==> config.mk <==
export PLATFORM = sky130hd
export DESIGN_NAME = orientation_debounce_thresholds
export DESIGN_NICKNAME = d
export VERILOG_FILES = /design/src/hw/orientation_debounce_thresholds.v
export VERILOG_INCLUDE_DIRS = /design/src /design/src/hw
export SDC_FILE = /design/constraint.sdc
export NUM_CORES = 1
export LEC_CHECK = 0
export ABC_CLOCK_PERIOD_IN_PS = 17770
export BUFFER_PORTS_ARGS = -buffer_cell sky130_fd_sc_hd__buf_4
export CORE_UTILIZATION = 40
export CTS_CLUSTER_SIZE = 10
export DETAILED_ROUTE_END_ITERATION = 8
export GPL_TIMING_DRIVEN = 0
export PLACE_DENSITY_LB_ADDON = 0.08
export SYNTH_ARGS = -nofsm -noshare
export SYNTH_HDL_FRONTEND = slang
export SYNTH_SLANG_ARGS = --single-unit
==> constraint.sdc <==
create_clock -name clk_i -period 17.77 [get_ports clk_i]
set_input_delay 3.554 -clock clk_i [delete_from_list [all_inputs] [get_ports clk_i]]
set_output_delay 3.554 -clock clk_i [all_outputs]
set_load 0.1 [all_outputs]
==> src/hw/orient_consts.vh <==
// Constants for the orientation settle and trip-angle block.
`ifndef ORIENT_CONSTS_VH
`define ORIENT_CONSTS_VH

// Register indices; the byte address is four times the index.
`define IDX_STATE          8'h28
`define IDX_SETUP          8'h29
`define IDX_SETTLE_COUNT   8'h2A
`define IDX_BF_TILT        8'h2B
`define IDX_TRIP_ANGLES    8'h2C
`define IDX_IRQ_STATUS     8'h2D
`define IDX_IRQ_MASK       8'h2E

// Reset values.
`define RST_SETUP          8'h80
`define RST_SETTLE_COUNT   8'h00
`define RST_BF_TILT        8'h44
`define RST_TRIP_ANGLES    8'h84
`define RST_IRQ_MASK       8'h00

// Field positions.
`define SETUP_MODE_BIT     7
`define SETUP_ENABLE_BIT   6
`define BF_HI              7
`define BF_LO              6
`define LOCK_HI            2
`define LOCK_LO            0
`define THS_HI             7
`define THS_LO             3
`define HYS_HI             2
`define HYS_LO             0
`define STATE_FLAG_BIT     7
`define STATE_LOCK_BIT     6

// Back/front limits in degrees for code 00 and the narrowing per code step.
`define BF_FRONT_LOW       9'd80
`define BF_FRONT_HIGH      9'd280
`define BF_BACK_LOW        9'd100
`define BF_BACK_HIGH       9'd260
`define BF_STEP            9'd5

// AXI responses.
`define RESP_OKAY          2'b00
`define RESP_SLVERR        2'b10

`endif

==> src/hw/orientation_debounce_thresholds.v <==
// Orientation settle counter, trip-angle decisions and AXI4-Lite register file.
// Behaviour
// - Flag changes only after settle-count samples of persistence; first detection flags at once
// - Counter advances once per output sample
// - Counter resets on standby/active or wake/sleep change
// - Counter frozen while any axis above 1.25 g
// - Mode bit: differing orientation decrements or clears
// - Two-bit back/front field, bits 7:6, default 01
// - Back/front limits narrow five degrees per code
// - Three-bit lockout field, bits 2:0, default 100
// - Five-bit threshold field decoded through angle table
// - Hysteresis field widens trip angles around threshold
// - Classify portrait/landscape up/down/right/left by axis signs
// - Report result as two-bit orientation code
// - Flag on first detection, changes; read clears
`timescale 1ns/1ps
`include "orient_consts.vh"

module orientation_debounce_thresholds (
    // Clock and reset
    input  wire        clk_i,
    input  wire        rst_i,
    // AXI4-Lite write address and data
    input  wire [7:0]  s_axi_awaddr_i,
    input  wire        s_axi_awvalid_i,
    output reg         s_axi_awready_o,
    input  wire [31:0] s_axi_wdata_i,
    input  wire [3:0]  s_axi_wstrb_i,
    input  wire        s_axi_wvalid_i,
    output reg         s_axi_wready_o,
    // AXI4-Lite write response
    output reg  [1:0]  s_axi_bresp_o,
    output reg         s_axi_bvalid_o,
    input  wire        s_axi_bready_i,
    // AXI4-Lite read
    input  wire [7:0]  s_axi_araddr_i,
    input  wire        s_axi_arvalid_i,
    output reg         s_axi_arready_o,
    output reg  [31:0] s_axi_rdata_o,
    output reg  [1:0]  s_axi_rresp_o,
    output reg         s_axi_rvalid_o,
    input  wire        s_axi_rready_i,
    // Sample stream from the angle datapath
    input  wire        sample_i,
    input  wire        high_g_i,
    input  wire        accel_x_neg_i,
    input  wire        accel_y_neg_i,
    input  wire [9:0]  lp_angle_i,
    input  wire [9:0]  z_tilt_i,
    input  wire [8:0]  z_angle_i,
    // Operating state
    input  wire        active_i,
    input  wire        wake_i,
    // Results
    output reg  [1:0]  landscape_portrait_code_o,
    output reg         back_front_code_o,
    output reg         tilt_lockout_flag_o,
    output reg         orientation_changed_flag_o,
    output reg         irq_o
);

    // Register file.
    reg  [7:0]  orientation_setup_register;
    reg  [7:0]  orientation_settle_count;
    reg  [7:0]  orientation_backfront_tilt_limits;
    reg  [7:0]  orientation_trip_angles;
    reg  [7:0]  irq_mask;
    reg         irq_status;

    // Orientation state.
    reg  [7:0]  settle_counter;
    reg  [3:0]  prev_cand;
    reg         first_pending;
    reg         active_q;
    reg         wake_q;

    // AXI write capture.
    reg         aw_held;
    reg         w_held;
    reg  [7:0]  aw_addr;
    reg  [7:0]  w_data;
    reg         w_lane0;

    wire        settle_counter_mode    = orientation_setup_register[`SETUP_MODE_BIT];
    wire        orient_enable          = orientation_setup_register[`SETUP_ENABLE_BIT];
    wire [1:0]  back_front_trip_angle  = orientation_backfront_tilt_limits[`BF_HI:`BF_LO];
    wire [2:0]  tilt_lockout_angle     = orientation_backfront_tilt_limits[`LOCK_HI:`LOCK_LO];
    wire [4:0]  landscape_portrait_threshold = orientation_trip_angles[`THS_HI:`THS_LO];
    wire [2:0]  trip_hysteresis        = orientation_trip_angles[`HYS_HI:`HYS_LO];

    // Threshold angle in tenths of a degree; code 00h sits in the lowest ten bits.
    localparam [319:0] THS_TABLE = {
        10'd882, 10'd862, 10'd841, 10'd819, 10'd795, 10'd770, 10'd744, 10'd716,
        10'd686, 10'd656, 10'd624, 10'd590, 10'd556, 10'd521, 10'd486, 10'd450,
        10'd414, 10'd379, 10'd344, 10'd310, 10'd276, 10'd244, 10'd214, 10'd184,
        10'd156, 10'd130, 10'd105, 10'd81,  10'd59,  10'd38,  10'd18,  10'd0
    };
    wire [9:0]  ths_tenths = THS_TABLE[landscape_portrait_threshold * 10 +: 10];

    // Hysteresis offset and lockout minimum angle in tenths of a degree.
    reg  [9:0]  hys_tenths;
    reg  [9:0]  lock_tenths;
    always @*
    begin
        case (trip_hysteresis)
            3'd0: hys_tenths = 10'd0;
            3'd1: hys_tenths = 10'd40;
            3'd2: hys_tenths = 10'd70;
            3'd3: hys_tenths = 10'd110;
            3'd4: hys_tenths = 10'd140;
            3'd5: hys_tenths = 10'd170;
            3'd6: hys_tenths = 10'd210;
            default: hys_tenths = 10'd240;
        endcase
        case (tilt_lockout_angle)
            3'd0: lock_tenths = 10'd136;
            3'd1: lock_tenths = 10'd171;
            3'd2: lock_tenths = 10'd207;
            3'd3: lock_tenths = 10'd244;
            3'd4: lock_tenths = 10'd281;
            3'd5: lock_tenths = 10'd320;
            3'd6: lock_tenths = 10'd361;
            default: lock_tenths = 10'd404;
        endcase
    end

    // Candidate orientation from the present sample.
    wire [10:0] trip_up   = {1'b0, ths_tenths} + {1'b0, hys_tenths};
    wire [9:0]  trip_down = (ths_tenths > hys_tenths) ? (ths_tenths - hys_tenths) : 10'd0;
    wire        is_landscape = landscape_portrait_code_o[1];
    wire        next_portrait = is_landscape ? ({1'b0, lp_angle_i} > trip_up)
                                             : (lp_angle_i >= trip_down);
    wire [1:0]  cand_landscape_portrait_code = next_portrait ? {1'b0, ~accel_y_neg_i} : {1'b1, accel_x_neg_i};

    wire [8:0]  bf_shift = {7'd0, back_front_trip_angle} * `BF_STEP;
    wire        to_front = (z_angle_i < (`BF_FRONT_LOW - bf_shift)) ||
                           (z_angle_i > (`BF_FRONT_HIGH + bf_shift));
    wire        to_back  = (z_angle_i > (`BF_BACK_LOW + bf_shift)) &&
                           (z_angle_i < (`BF_BACK_HIGH - bf_shift));
    wire        cand_back_front_code = back_front_code_o ? ~to_front : to_back;
    wire        cand_lo    = (z_tilt_i < lock_tenths);
    wire [3:0]  cand       = {cand_lo, cand_back_front_code, cand_landscape_portrait_code};
    wire [3:0]  reported   = {tilt_lockout_flag_o, back_front_code_o, landscape_portrait_code_o};

    wire        mode_change = (active_i != active_q) || (wake_i != wake_q);
    wire        eval        = sample_i && active_i && orient_enable && !high_g_i;
    wire [8:0]  count_next  = {1'b0, settle_counter} + 9'd1;
    wire        settled     = (count_next > {1'b0, orientation_settle_count});
    wire        commit      = eval && !mode_change &&
                              (first_pending || ((cand != reported) && (cand == prev_cand) && settled));

    // AXI decode.
    wire        wr_fire = aw_held && w_held && !s_axi_bvalid_o;
    wire        rd_fire = s_axi_arvalid_i && s_axi_arready_o;
    wire [5:0]  rd_idx  = s_axi_araddr_i[7:2];
    wire [5:0]  wr_idx  = aw_addr[7:2];
    wire        rd_state = rd_fire && ({2'b00, rd_idx} == `IDX_STATE);
    wire        rd_irq   = rd_fire && ({2'b00, rd_idx} == `IDX_IRQ_STATUS);

    reg  [7:0]  rd_byte;
    reg         rd_ok;
    always @*
    begin
        rd_ok = 1'b1;
        case ({2'b00, rd_idx})
            `IDX_STATE:        rd_byte = {orientation_changed_flag_o, tilt_lockout_flag_o, 3'b000,
                                          landscape_portrait_code_o, back_front_code_o};
            `IDX_SETUP:        rd_byte = orientation_setup_register;
            `IDX_SETTLE_COUNT: rd_byte = orientation_settle_count;
            `IDX_BF_TILT:      rd_byte = orientation_backfront_tilt_limits;
            `IDX_TRIP_ANGLES:  rd_byte = orientation_trip_angles;
            `IDX_IRQ_STATUS:   rd_byte = {7'd0, irq_status};
            `IDX_IRQ_MASK:     rd_byte = irq_mask;
            default:
            begin
                rd_byte = 8'h00;
                rd_ok   = 1'b0;
            end
        endcase
    end

    reg         wr_ok;
    always @*
    begin
        case ({2'b00, wr_idx})
            `IDX_STATE, `IDX_SETUP, `IDX_SETTLE_COUNT, `IDX_BF_TILT,
            `IDX_TRIP_ANGLES, `IDX_IRQ_STATUS, `IDX_IRQ_MASK: wr_ok = 1'b1;
            default: wr_ok = 1'b0;
        endcase
    end

    // AXI handshakes and configuration registers.
    always @(posedge clk_i or posedge rst_i)
    begin
        if (rst_i)
        begin
            s_axi_awready_o <= 1'b0;
            s_axi_wready_o  <= 1'b0;
            s_axi_bvalid_o  <= 1'b0;
            s_axi_bresp_o   <= `RESP_OKAY;
            s_axi_arready_o <= 1'b0;
            s_axi_rvalid_o  <= 1'b0;
            s_axi_rresp_o   <= `RESP_OKAY;
            s_axi_rdata_o   <= 32'h0000_0000;
            aw_held <= 1'b0;
            w_held  <= 1'b0;
            aw_addr <= 8'h00;
            w_data  <= 8'h00;
            w_lane0 <= 1'b0;
            orientation_setup_register        <= `RST_SETUP;
            orientation_settle_count          <= `RST_SETTLE_COUNT;
            orientation_backfront_tilt_limits <= `RST_BF_TILT;
            orientation_trip_angles           <= `RST_TRIP_ANGLES;
            irq_mask <= `RST_IRQ_MASK;
        end
        else
        begin
            s_axi_awready_o <= !aw_held && !(s_axi_awvalid_i && s_axi_awready_o) && !s_axi_bvalid_o;
            s_axi_wready_o  <= !w_held && !(s_axi_wvalid_i && s_axi_wready_o) && !s_axi_bvalid_o;
            if (s_axi_awvalid_i && s_axi_awready_o)
            begin
                aw_held <= 1'b1;
                aw_addr <= s_axi_awaddr_i;
            end
            if (s_axi_wvalid_i && s_axi_wready_o)
            begin
                w_held  <= 1'b1;
                w_data  <= s_axi_wdata_i[7:0];
                w_lane0 <= s_axi_wstrb_i[0];
            end
            if (wr_fire)
            begin
                aw_held        <= 1'b0;
                w_held         <= 1'b0;
                s_axi_bvalid_o <= 1'b1;
                s_axi_bresp_o  <= wr_ok ? `RESP_OKAY : `RESP_SLVERR;
                if (w_lane0)
                begin
                    case ({2'b00, wr_idx})
                        `IDX_SETUP:        orientation_setup_register        <= w_data;
                        `IDX_SETTLE_COUNT: orientation_settle_count          <= w_data;
                        `IDX_BF_TILT:      orientation_backfront_tilt_limits <= w_data;
                        `IDX_TRIP_ANGLES:  orientation_trip_angles           <= w_data;
                        `IDX_IRQ_MASK:     irq_mask                          <= w_data;
                        default:           irq_mask                          <= irq_mask;
                    endcase
                end
            end
            else if (s_axi_bvalid_o && s_axi_bready_i)
            begin
                s_axi_bvalid_o <= 1'b0;
            end
            s_axi_arready_o <= !s_axi_rvalid_o && !rd_fire;
            if (rd_fire)
            begin
                s_axi_rvalid_o <= 1'b1;
                s_axi_rdata_o  <= {24'h00_0000, rd_byte};
                s_axi_rresp_o  <= rd_ok ? `RESP_OKAY : `RESP_SLVERR;
            end
            else if (s_axi_rvalid_o && s_axi_rready_i)
            begin
                s_axi_rvalid_o <= 1'b0;
            end
        end
    end

    // Settle counter, reported orientation, flag and interrupt.
    always @(posedge clk_i or posedge rst_i)
    begin
        if (rst_i)
        begin
            settle_counter             <= 8'h00;
            prev_cand                  <= 4'h0;
            first_pending              <= 1'b1;
            active_q                   <= 1'b0;
            wake_q                     <= 1'b0;
            landscape_portrait_code_o  <= 2'b00;
            back_front_code_o          <= 1'b0;
            tilt_lockout_flag_o        <= 1'b0;
            orientation_changed_flag_o <= 1'b0;
            irq_status                 <= 1'b0;
            irq_o                      <= 1'b0;
        end
        else
        begin
            active_q <= active_i;
            wake_q   <= wake_i;
            if (mode_change)
            begin
                settle_counter <= 8'h00;
                if (active_i && !active_q)
                begin
                    first_pending             <= 1'b1;
                    landscape_portrait_code_o <= 2'b00;
                    back_front_code_o         <= 1'b0;
                end
            end
            else if (eval)
            begin
                prev_cand <= cand;
                if (commit)
                begin
                    {tilt_lockout_flag_o, back_front_code_o, landscape_portrait_code_o} <= cand;
                    settle_counter <= 8'h00;
                    first_pending  <= 1'b0;
                end
                else if (cand != prev_cand)
                begin
                    if (settle_counter_mode)
                        settle_counter <= 8'h00;
                    else if (settle_counter != 8'h00)
                        settle_counter <= settle_counter - 8'h01;
                end
                else if (cand != reported)
                begin
                    settle_counter <= count_next[7:0];
                end
                else
                begin
                    settle_counter <= 8'h00;
                end
            end
            // A set in the same cycle as a clearing read wins.
            if (commit)
                orientation_changed_flag_o <= 1'b1;
            else if (rd_state)
                orientation_changed_flag_o <= 1'b0;
            if (commit)
                irq_status <= 1'b1;
            else if (rd_irq)
                irq_status <= 1'b0;
            irq_o <= (irq_status || commit) && irq_mask[0];
        end
    end

endmodule // orientation_debounce_thresholds

Word level (Yosys, flattened, before mapping)
Cells that the tools add are included.
{"block": "op_classes", "shifts": 1, "muxes": 42, "n_reduce_logical": 60, "n_eq_ne": 33, "magnitude_cmp": 9, "bitwise_logic": 3, "n_mul": 2, "n_addsub": 8}
{"op": "320-bit by 10-bit variable part select with 10-bit output, first input constant", "n": 1}
{"op": "8-bit case mux with 7 select lines", "n": 2}
{"op": "6-bit equality test, second input constant", "n": 14}
{"op": "9-bit case mux with 7 select lines", "n": 1}
{"op": "8-bit two-way mux", "n": 7}
{"op": "1-bit logical AND", "n": 24}
{"op": "1-bit two-way mux", "n": 24}
{"op": "3-bit AND reduction", "n": 7}
{"op": "3-bit equality test, second input constant", "n": 6}
{"op": "9-bit by 8-bit > comparator with 1-bit output", "n": 2}
{"op": "9-bit < comparator", "n": 2}
{"op": "2-bit nonzero test", "n": 8}
{"op": "2-bit two-way mux", "n": 7}
{"op": "7-bit OR reduction", "n": 2}
{"op": "3-bit by 2-bit equality test with 1-bit output, second input constant", "n": 4}
{"op": "10-bit by 10-bit adder with 11-bit output", "n": 1}
{"op": "10-bit by 11-bit > comparator with 1-bit output", "n": 1}
{"op": "10-bit greater-or-equal comparator", "n": 1}
{"op": "10-bit > comparator", "n": 1}
{"op": "1-bit logical NOT", "n": 10}
{"op": "10-bit < comparator", "n": 1}
{"op": "10-bit two-way mux", "n": 1}
{"op": "10-bit subtractor", "n": 1}
{"op": "8-bit by 1-bit adder with 9-bit output, second input constant", "n": 1}
{"op": "19 further kinds", "n": 29}
{"block": "word_totals", "regBits": 98, "word_cells": 187, "output_inout_bits": 47}

Depth between registers and ports, before layout
Gate-level depths: netlist of run 1.
{"block": "depth", "depth_word": 15, "mapped_depth": 31}

Worst setup path before layout of run 1
Ideal clock, no wire load.
{"block": "synth_path", "path_type": "in2reg", "from": "input port z_angle_i[7]", "to": "register settle_counter[6]", "t_required_ns": 17.680, "t_arrival_ns": 5.911, "setup_slack_ns": 11.768, "cell_stages": 10, "n_path_buf": 0, "path_cell_list": "ha_1 and4_1 a2111oi_2 and4b_1 o21a_1 o21ai_2 o31ai_4 o211ai_4 or3_1 o221ai_1"}
{"block": "synth_via", "elab_chain_len": 12}
{"element": "start: declaration", "line_no": "orientation_debounce_thresholds.v:50", "rtl": "input wire [8:0] z_angle_i,"}
{"element": "9-bit < comparator or 9-bit > comparator (tied branches)", "line_no": "orientation_debounce_thresholds.v:136, orientation_debounce_thresholds.v:137"}
{"element": "1-bit logical OR", "line_no": "orientation_debounce_thresholds.v:136", "rtl": "wire to_front = (z_angle_i < (`BF_FRONT_LOW - bf_shift)) ||"}
{"element": "1-bit inverter", "line_no": "orientation_debounce_thresholds.v:140", "rtl": "wire cand_back_front_code = back_front_code_o ? ~to_front : to_back;"}
{"element": "1-bit two-way mux *", "line_no": "orientation_debounce_thresholds.v:140"}
{"element": "4-bit inequality test or 4-bit equality test (tied branches)", "line_no": "orientation_debounce_thresholds.v:150, orientation_debounce_thresholds.v:314"}
{"element": "1-bit logical AND (2 in series)", "line_no": "orientation_debounce_thresholds.v:150", "rtl": "(first_pending || ((cand != reported) && (cand == prev_cand) && settled));"}
{"element": "1-bit logical OR", "line_no": "orientation_debounce_thresholds.v:150"}
{"element": "1-bit logical AND", "line_no": "orientation_debounce_thresholds.v:149", "rtl": "wire commit = eval && !mode_change &&"}
{"element": "8-bit two-way mux", "line_no": "orientation_debounce_thresholds.v:301", "rtl": "if (commit)"}
{"element": "8-bit two-way mux", "line_no": "orientation_debounce_thresholds.v:298", "rtl": "else if (eval)"}
{"element": "8-bit two-way mux", "line_no": "orientation_debounce_thresholds.v:288", "rtl": "if (mode_change)"}
{"element": "end signal: assignment", "line_no": "orientation_debounce_thresholds.v:312", "rtl": "settle_counter <= settle_counter - 8'h01;"}
{"element": "end signal: assignment", "line_no": "orientation_debounce_thresholds.v:316", "rtl": "settle_counter <= count_next[7:0];"}
{"element": "end: declaration", "line_no": "orientation_debounce_thresholds.v:71", "rtl": "reg [7:0] settle_counter;"}
Mark *: on every way between the ends. The rest lies on a longest branch, timed or not. The select of a mux whose other input is x is not followed.
A chain may end at the register's enable or synchronous reset.

Final worst setup path of run 1
{"block": "layout_path", "from": "register orientation_trip_angles[6]", "to": "register settle_counter[3]"}
{"block": "layout_via", "elab_chain_len": 15}
{"element": "start: declaration", "line_no": "orientation_debounce_thresholds.v:66", "rtl": "reg [7:0] orientation_trip_angles;"}
{"element": "start signal: assignment", "line_no": "orientation_debounce_thresholds.v:213", "rtl": "orientation_trip_angles <= `RST_TRIP_ANGLES;"}
{"element": "start signal: assignment", "line_no": "orientation_debounce_thresholds.v:243", "rtl": "`IDX_TRIP_ANGLES: orientation_trip_angles <= w_data;"}
{"element": "5-bit by 3-bit multiplier with 8-bit output *", "line_no": "orientation_debounce_thresholds.v:98", "rtl": "wire [9:0] ths_tenths = THS_TABLE[landscape_portrait_threshold * 10 +: 10];"}
{"element": "320-bit by 10-bit variable part select with 10-bit output *", "line_no": "orientation_debounce_thresholds.v:98"}
{"element": "10-bit subtractor or 10-bit > comparator (tied branches)", "line_no": "orientation_debounce_thresholds.v:129", "rtl": "wire [9:0] trip_down = (ths_tenths > hys_tenths) ? (ths_tenths - hys_tenths) : 10'd0;"}
{"element": "10-bit two-way mux", "line_no": "orientation_debounce_thresholds.v:129"}
{"element": "10-bit greater-or-equal comparator", "line_no": "orientation_debounce_thresholds.v:132", "rtl": ": (lp_angle_i >= trip_down);"}
{"element": "1-bit two-way mux *", "line_no": "orientation_debounce_thresholds.v:131", "rtl": "wire next_portrait = is_landscape ? ({1'b0, lp_angle_i} > trip_up)"}
{"element": "2-bit two-way mux *", "line_no": "orientation_debounce_thresholds.v:133", "rtl": "wire [1:0] cand_landscape_portrait_code = next_portrait ? {1'b0, ~accel_y_neg_i} : {1'b1, accel_x_neg_i};"}
{"element": "4-bit inequality test or 4-bit equality test (tied branches)", "line_no": "orientation_debounce_thresholds.v:150, orientation_debounce_thresholds.v:314"}
{"element": "1-bit logical AND (2 in series)", "line_no": "orientation_debounce_thresholds.v:150"}
{"element": "1-bit logical OR", "line_no": "orientation_debounce_thresholds.v:150"}
{"element": "1-bit logical AND", "line_no": "orientation_debounce_thresholds.v:149"}
{"element": "8-bit two-way mux", "line_no": "orientation_debounce_thresholds.v:301"}
{"element": "8-bit two-way mux", "line_no": "orientation_debounce_thresholds.v:298"}
{"element": "8-bit two-way mux", "line_no": "orientation_debounce_thresholds.v:288"}
Marks and branches as above.

==> out/metrics.cfg, run 1 <==
[outcome]
run_status=completed

[placement]
place_area_mm2=0.008817
portBuffers=81
place_inst=1226
gp_congestion=0.8431
hpwlAfterDp_um=15280
pre_cts_slack_ns=11.04

[floorplanning]
die_area_mm2=0.01996
rows=50
core_mm2=0.01883
ios=141
die_x_um=141.3
start_util=0.4121
die_y_um=141.3

[cts]
htree_levels=3
clk_latency_ns=0.35
cts_root_buf=clkbuf_16
post_cts_resized=0
clkTransAtPathRegs_ns=0.07
cts_buffers=9
post-cts-setup-buffers=0
cts_max_path_buffers=2
hold_buffers=0
cts_tree=done
clock_sinks=94

[route]
wl_per_cell_um=15.46
wirelength_um=19200
drt-initial-drc-count=370
antenna_left=0
dr.pass1.iters=5
vias=6358
drc=0
viasPerCell=5.119

[sta]
slew_viol_final=0
skew_ns=0.01001
holdWs_ns=0.4476
fmax_mhz=147.6
relSlewSlack=0.2538
setup_viol=0
period_share=0.3814
rsz0062_at_grt=no
worst_pin_slew_ns=1.116
fin_ws_ns=10.99
fin_setup_tns_ns=0
period_needed_ns=6.777
final-hold-violation-count=0

[global_route]
grt_max_degree=72
grt_usage=0.1984
grt.overflow.total=0
grt_pass1_vias=6099
antenna_found_initial=0
grt_pass1_wl_um=31310

[job]
cap_violations=0

[cells_and_area]
fillCellCount=1856
design_area_mm2=0.009126
syn_to_final_growth_pct=17.61
num-nets-final=1164
stdcell_count=1242
layout-drive-gt1-share=0.2128
antenna_cells=0

[power_and_ir_drop]
power_density_mw_per_mm2=144.3
leakage_nw=4.225
peakVddDrop_v=0.00009339

[critical_path]
worst_ep_required_time_ns=17.99
worstSetupStartpointType=flop
crit_type=flop to flop
r2r_cells=26
crit_fanout=10
cp.arrival_ns=7.00
end_kind=flop

[hold_path]
hp-class=flop to flop
hold_depth=1

[logic_synthesis]
yosysSeqAreaShare=0.3041
synthFlopType=dfrtp_1
syn_inst=859
syn_area_per_cell_um2=9.034
ys_ff_latch=94
ys_warn_count=0
netlist.area_leader.share=0.2838
synth-edff-count=0
async_reset_ff_frac=1.000
synth.distinct_cells=86
synthTopCellsByArea=dfrtp_1, ha_1, mux2_2
yosys-top-cells-count=ha_1, nand2_1, dfrtp_1
synth_area_leader_cell=dfrtp_1
synth_most_common_cell=ha_1
syn_area_mm2=0.007760

-- placed cells by master, fill, tap and decap left out, types with 26 or more instances in the layout --
cell	count
mux2_2	44
nor2_1	46
a21oi_1	38
inv_1	55
conb_1	26
buf_4	107
nand3_1	26
o21ai_0	56
nand2_1	90
clkbuf_1	31
dfrtp_1	88
ha_1	91
-- critical path, cell delays in order, from the launching register on --
cell       delay, ns
dfrtp_1         0.44
clkbuf_1        0.38
buf_1           0.45
clkbuf_1        0.38
o211ai_1        0.14
o21ai_0         0.13
nand2_1         0.08
o21ai_0         0.15
ha_1            0.39
or4_1           0.53
o22ai_1         0.16
nor2_1          0.08
o21bai_1        0.16
nand2b_1        0.12
clkbuf_1        0.30
and2_1          0.18
ha_1            0.22
nand2b_1        0.14
a21o_1          0.20
a221oi_1        0.34
nand2_1         0.22
a21oi_1         0.27
a211oi_2        0.12
nor3_2          0.35
o22a_1          0.47
o21ai_1         0.13
o2bb2ai_1       0.14
-- registers in the layout, indices dropped and copies added (netlist names), 2 cells and up --
signal,count
irq_mask,8
s_axi_rdata_o,8
landscape_portrait_code_o,2
aw_addr,6
orientation_trip_angles,8
settle_counter,8
orientation_backfront_tilt_limits,8
prev_cand,4
w_data,8
orientation_setup_register,8
orientation_settle_count,8
-- layer usage --
layer  global-route usage  part of all wire  vias to the layer above  wire, um
li1                     -                 -                     3268         -
met1               0.2712              0.48                     2966      9228
met2               0.3335              0.48                      108      9156
met3              0.01721             0.029                       16       561
met4              0.05892             0.013                        0       256
met5                    0                 0                        -         0
-- kinds of logic (layout without fill, tap and decap cells) --
group / Yosys count / count (layout) / synth area share
mux: 64 / 64 / 0.08965
fa+ha+maj: 93 / 93 / 0.1519
simple gates: 240 / 240 / 0.1546
compound gates: 218 / 218 / 0.1936
buf+inv: 122 / 220 / 0.07417
flops: 94 / 94 / 0.3041
xor+xnor: 27 / 27 / 0.03144
other cells: 1 / 26 / 0.0004833
-- power breakdown --
group / switching, mW / internal (mW)
Sequential: 0.0559 / 0.265
Combinational: 0.480 / 0.313
Clock: 0.0883 / 0.115
-- layout make-up --
type                       count  area [um^2]  share of cell area
tap                          260        325.3             0.03565
timing repair buffer          82        635.6             0.06965
multi-input combinational    668         4918              0.5389
clock buffer                  11        242.7             0.02660
sequential                    94         2360              0.2586
buffer                        64        357.8             0.03921
inverter                      58        220.2             0.02413
clock inverter                 5        66.31            0.007266
-- per-stage QoR --
stage	power, mW	utilization
3_5_place_dp	1.120	0.4682
3_3_place_gp	1.116	0.4666
5_1_grt	1.436	0.4847
2_1_floorplan	0.9348	-
4_1_cts	1.328	0.4847
6_report	1.317	0.4847
-- final timing paths --
kind	from	to	slack [ns]
min in group asynchronous	rst_i	w_data[0]	3.18
max	orientation_trip_angles[6]	settle_counter[3]	10.99
min	s_axi_rvalid_o	s_axi_arready_o	0.45
min reg2reg	s_axi_rvalid_o	s_axi_arready_o	0.45
max reg2reg	orientation_trip_angles[6]	settle_counter[3]	10.99
max in group asynchronous	rst_i	orientation_backfront_tilt_limits[6]	13.89
No activity file was read; power rests on OpenSTA's default activity.
==> run 2, diff against run 1 <==
--- a/config.mk
+++ b/config.mk
@@ -6,7 +6,7 @@
 export SDC_FILE = /design/constraint.sdc
 export NUM_CORES = 1
 export LEC_CHECK = 0
-export ABC_CLOCK_PERIOD_IN_PS = 17770
+export ABC_CLOCK_PERIOD_IN_PS = 6300
 export BUFFER_PORTS_ARGS = -buffer_cell sky130_fd_sc_hd__buf_4
 export CORE_UTILIZATION = 40
 export CTS_CLUSTER_SIZE = 10
==> constraint.sdc (replaced) <==
create_clock -name clk_i -period 6.3 [get_ports clk_i]
set_input_delay 1.26 -clock clk_i [delete_from_list [all_inputs] [get_ports clk_i]]
set_output_delay 1.26 -clock clk_i [all_outputs]
set_load 0.1 [all_outputs]
==> run 2 against run 1 <==
  * Critical path depth is 4 lower
  * Sequential power grew to 2.9 times the previous value
  * Hold slack about the same
  * Maximum frequency increased by 15%
  * Largest power group unchanged
==> out/metrics.cfg, run 2 (synthesis results as in run 1) <==
[cts]
clk_latency_ns=0.35  ; about the same
cts_root_buf=clkbuf_16  ; unchanged
clkTransAtPathRegs_ns=0.07  ; about the same
cts_tree=done  ; unchanged
cts_buffers=9  ; unchanged
clock_sinks=94  ; unchanged
htree_levels=3  ; unchanged
cts_max_path_buffers=2  ; unchanged
hold_buffers=0  ; unchanged

[placement]
pre_cts_slack_ns=-0.4320  ; was 11.04 ns
hpwlAfterDp_um=15280  ; unchanged
portBuffers=81  ; unchanged
gp_congestion=0.8431  ; unchanged
place_inst=1226  ; unchanged

[hold_path]
hp-class=flop to flop  ; unchanged

[route]
dr.pass1.iters=4  ; was 5
wl_per_cell_um=15.45  ; was 15.46 um
drt-initial-drc-count=361  ; was 370
wirelength_um=19250  ; was 19200 um
antenna_left=0  ; unchanged
viasPerCell=5.136  ; was 5.119
drc=0  ; unchanged
vias=6400  ; was 6358

[critical_path]
cp.arrival_ns=6.15  ; was 7.00 ns
crit_type=flop to flop  ; unchanged
crit_fanout=10  ; unchanged
end_kind=flop  ; unchanged
worst_ep_required_time_ns=6.54  ; was 17.99 ns
worstSetupStartpointType=flop  ; unchanged

[sta]
period_share=0.9375  ; was 0.3814
fmax_mhz=169.3  ; was 147.6 MHz
rsz0062_at_grt=no  ; unchanged
slew_viol_final=0  ; unchanged
worst_pin_slew_ns=1.106  ; was 1.116 ns
skew_ns=0.01147  ; was 0.01001 ns
holdWs_ns=0.4472  ; was 0.4476 ns
fin_ws_ns=0.3939  ; was 10.99 ns
relSlewSlack=0.2610  ; was 0.2538
final-hold-violation-count=0  ; unchanged
period_needed_ns=5.906  ; was 6.777 ns
setup_viol=0  ; unchanged

[power_and_ir_drop]
peakVddDrop_v=0.0002911  ; was 0.00009339 V
finalPower_mw=3.813  ; was 1.317 mW
leakage_nw=4.277  ; was 4.225 nW
power_density_mw_per_mm2=412.9  ; was 144.3 mW/mm^2

[global_route]
antenna_found_initial=0  ; unchanged
grt.overflow.total=0  ; unchanged
grt_max_degree=72  ; unchanged
grt_usage=0.1981  ; was 0.1984
grt_pass1_vias=6070  ; was 6099
grt_pass1_wl_um=31230  ; was 31310 um

[floorplanning]
ios=141  ; unchanged
core_mm2=0.01883  ; unchanged
die_area_mm2=0.01996  ; unchanged
rows=50  ; unchanged
start_util=0.4121  ; unchanged
die_x_um=141.3  ; unchanged
die_y_um=141.3  ; unchanged

[cells_and_area]
num-nets-final=1168  ; was 1164
stdcell_count=1246  ; was 1242
seq_area_mm2=0.002365  ; was 0.002360 mm^2
layout-drive-gt1-share=0.2363  ; was 0.2128
final_common_cell=buf_4  ; unchanged
syn_to_final_growth_pct=19.03  ; was 17.61%
antenna_cells=0  ; unchanged
post-route-util=0.4905  ; was 0.4847
layout_common_cells=buf_4, nand2_1, ha_1, dfrtp_1, o21ai_0  ; was buf_4, ha_1, nand2_1, dfrtp_1, o21ai_0
fillCellCount=1844  ; was 1856
multi_input_area_mm2=0.004970  ; was 0.004918 mm^2

[job]
cap_violations=0  ; unchanged

[outcome]
run_status=completed  ; unchanged

-- run 2: routing by layer --
metal	track usage	share of wire	up-vias	wire, um
met5	0	0	-	0
met4	0.06064	0.016	0	300
met3	0.01721	0.027	17	514
met2	0.3314	0.48	108	9160
met1	0.2714	0.48	2999	9269
li1	-	-	3276	-
-- run 2: worst max-delay path: stages, from the launching register on --
cell	delay, ns
dfrtp_2	0.47
clkinvlp_4	0.21
ha_2	0.44
mux2i_1	0.09
a22oi_1	0.30
ha_1	0.28
clkbuf_1	0.19
or4_1	0.56
nor3_1	0.22
o21bai_1	0.10
nand2b_2	0.26
and2_1	0.23
ha_1	0.26
nand2b_1	0.14
a21o_1	0.20
a221oi_2	0.27
nand2_1	0.19
a32o_1	0.32
o211ai_4	0.30
nand4b_2	0.19
a21boi_2	0.22
buf_6	0.15
a21boi_1	0.22
-- run 2: final timing paths --
| kind | startpoint | to | slack [ns] | depth (start not counted) |
|---|---|---|---|---|
| max | orientation_trip_angles[4] | irq_o | 0.39 | 22 |
| min | s_axi_rvalid_o | s_axi_arready_o | 0.45 | 1 |
| max reg2reg | orientation_trip_angles[4] | irq_o | 0.39 | 22 |
| min reg2reg | s_axi_rvalid_o | s_axi_arready_o | 0.45 | 1 |
| max in group asynchronous | rst_i | orientation_trip_angles[7] | 4.72 | 3 |
| min in group asynchronous | rst_i | w_data[0] | 0.89 | 2 |
-- run 2: layout make-up --
cell class / count / area share
Tap cell: 260 / 0.03522
Multi-Input combinational cell: 668 / 0.5381
Timing Repair Buffer: 90 / 0.07532
Buffer: 60 / 0.03766
Sequential cell: 94 / 0.2560
Inverter: 58 / 0.02425
Clock buffer: 11 / 0.02628
Clock inverter: 5 / 0.007180
-- run 2: through the flow --
stage | setup TNS (ns) | cell area [um^2]
final | 0 | 9236
after global routing | 0 | 9236
after CTS | 0 | 9143
after detailed placement | -4.507 | 8817
after global placement | -5.087 | 8787
after floorplan | 0 | 7854
-- run 2: repair_timing --
action                                  in CTS  in global routing
endpoints found under the setup margin      15                 15
setup buffers                                2                  6
resized for setup                            7                 15
pin swaps                                    1                  3
-- run 2: power breakdown --
group	switching, mW	internal, mW
combinational	1.37	0.949
sequential	0.169	0.748
clock	0.249	0.324
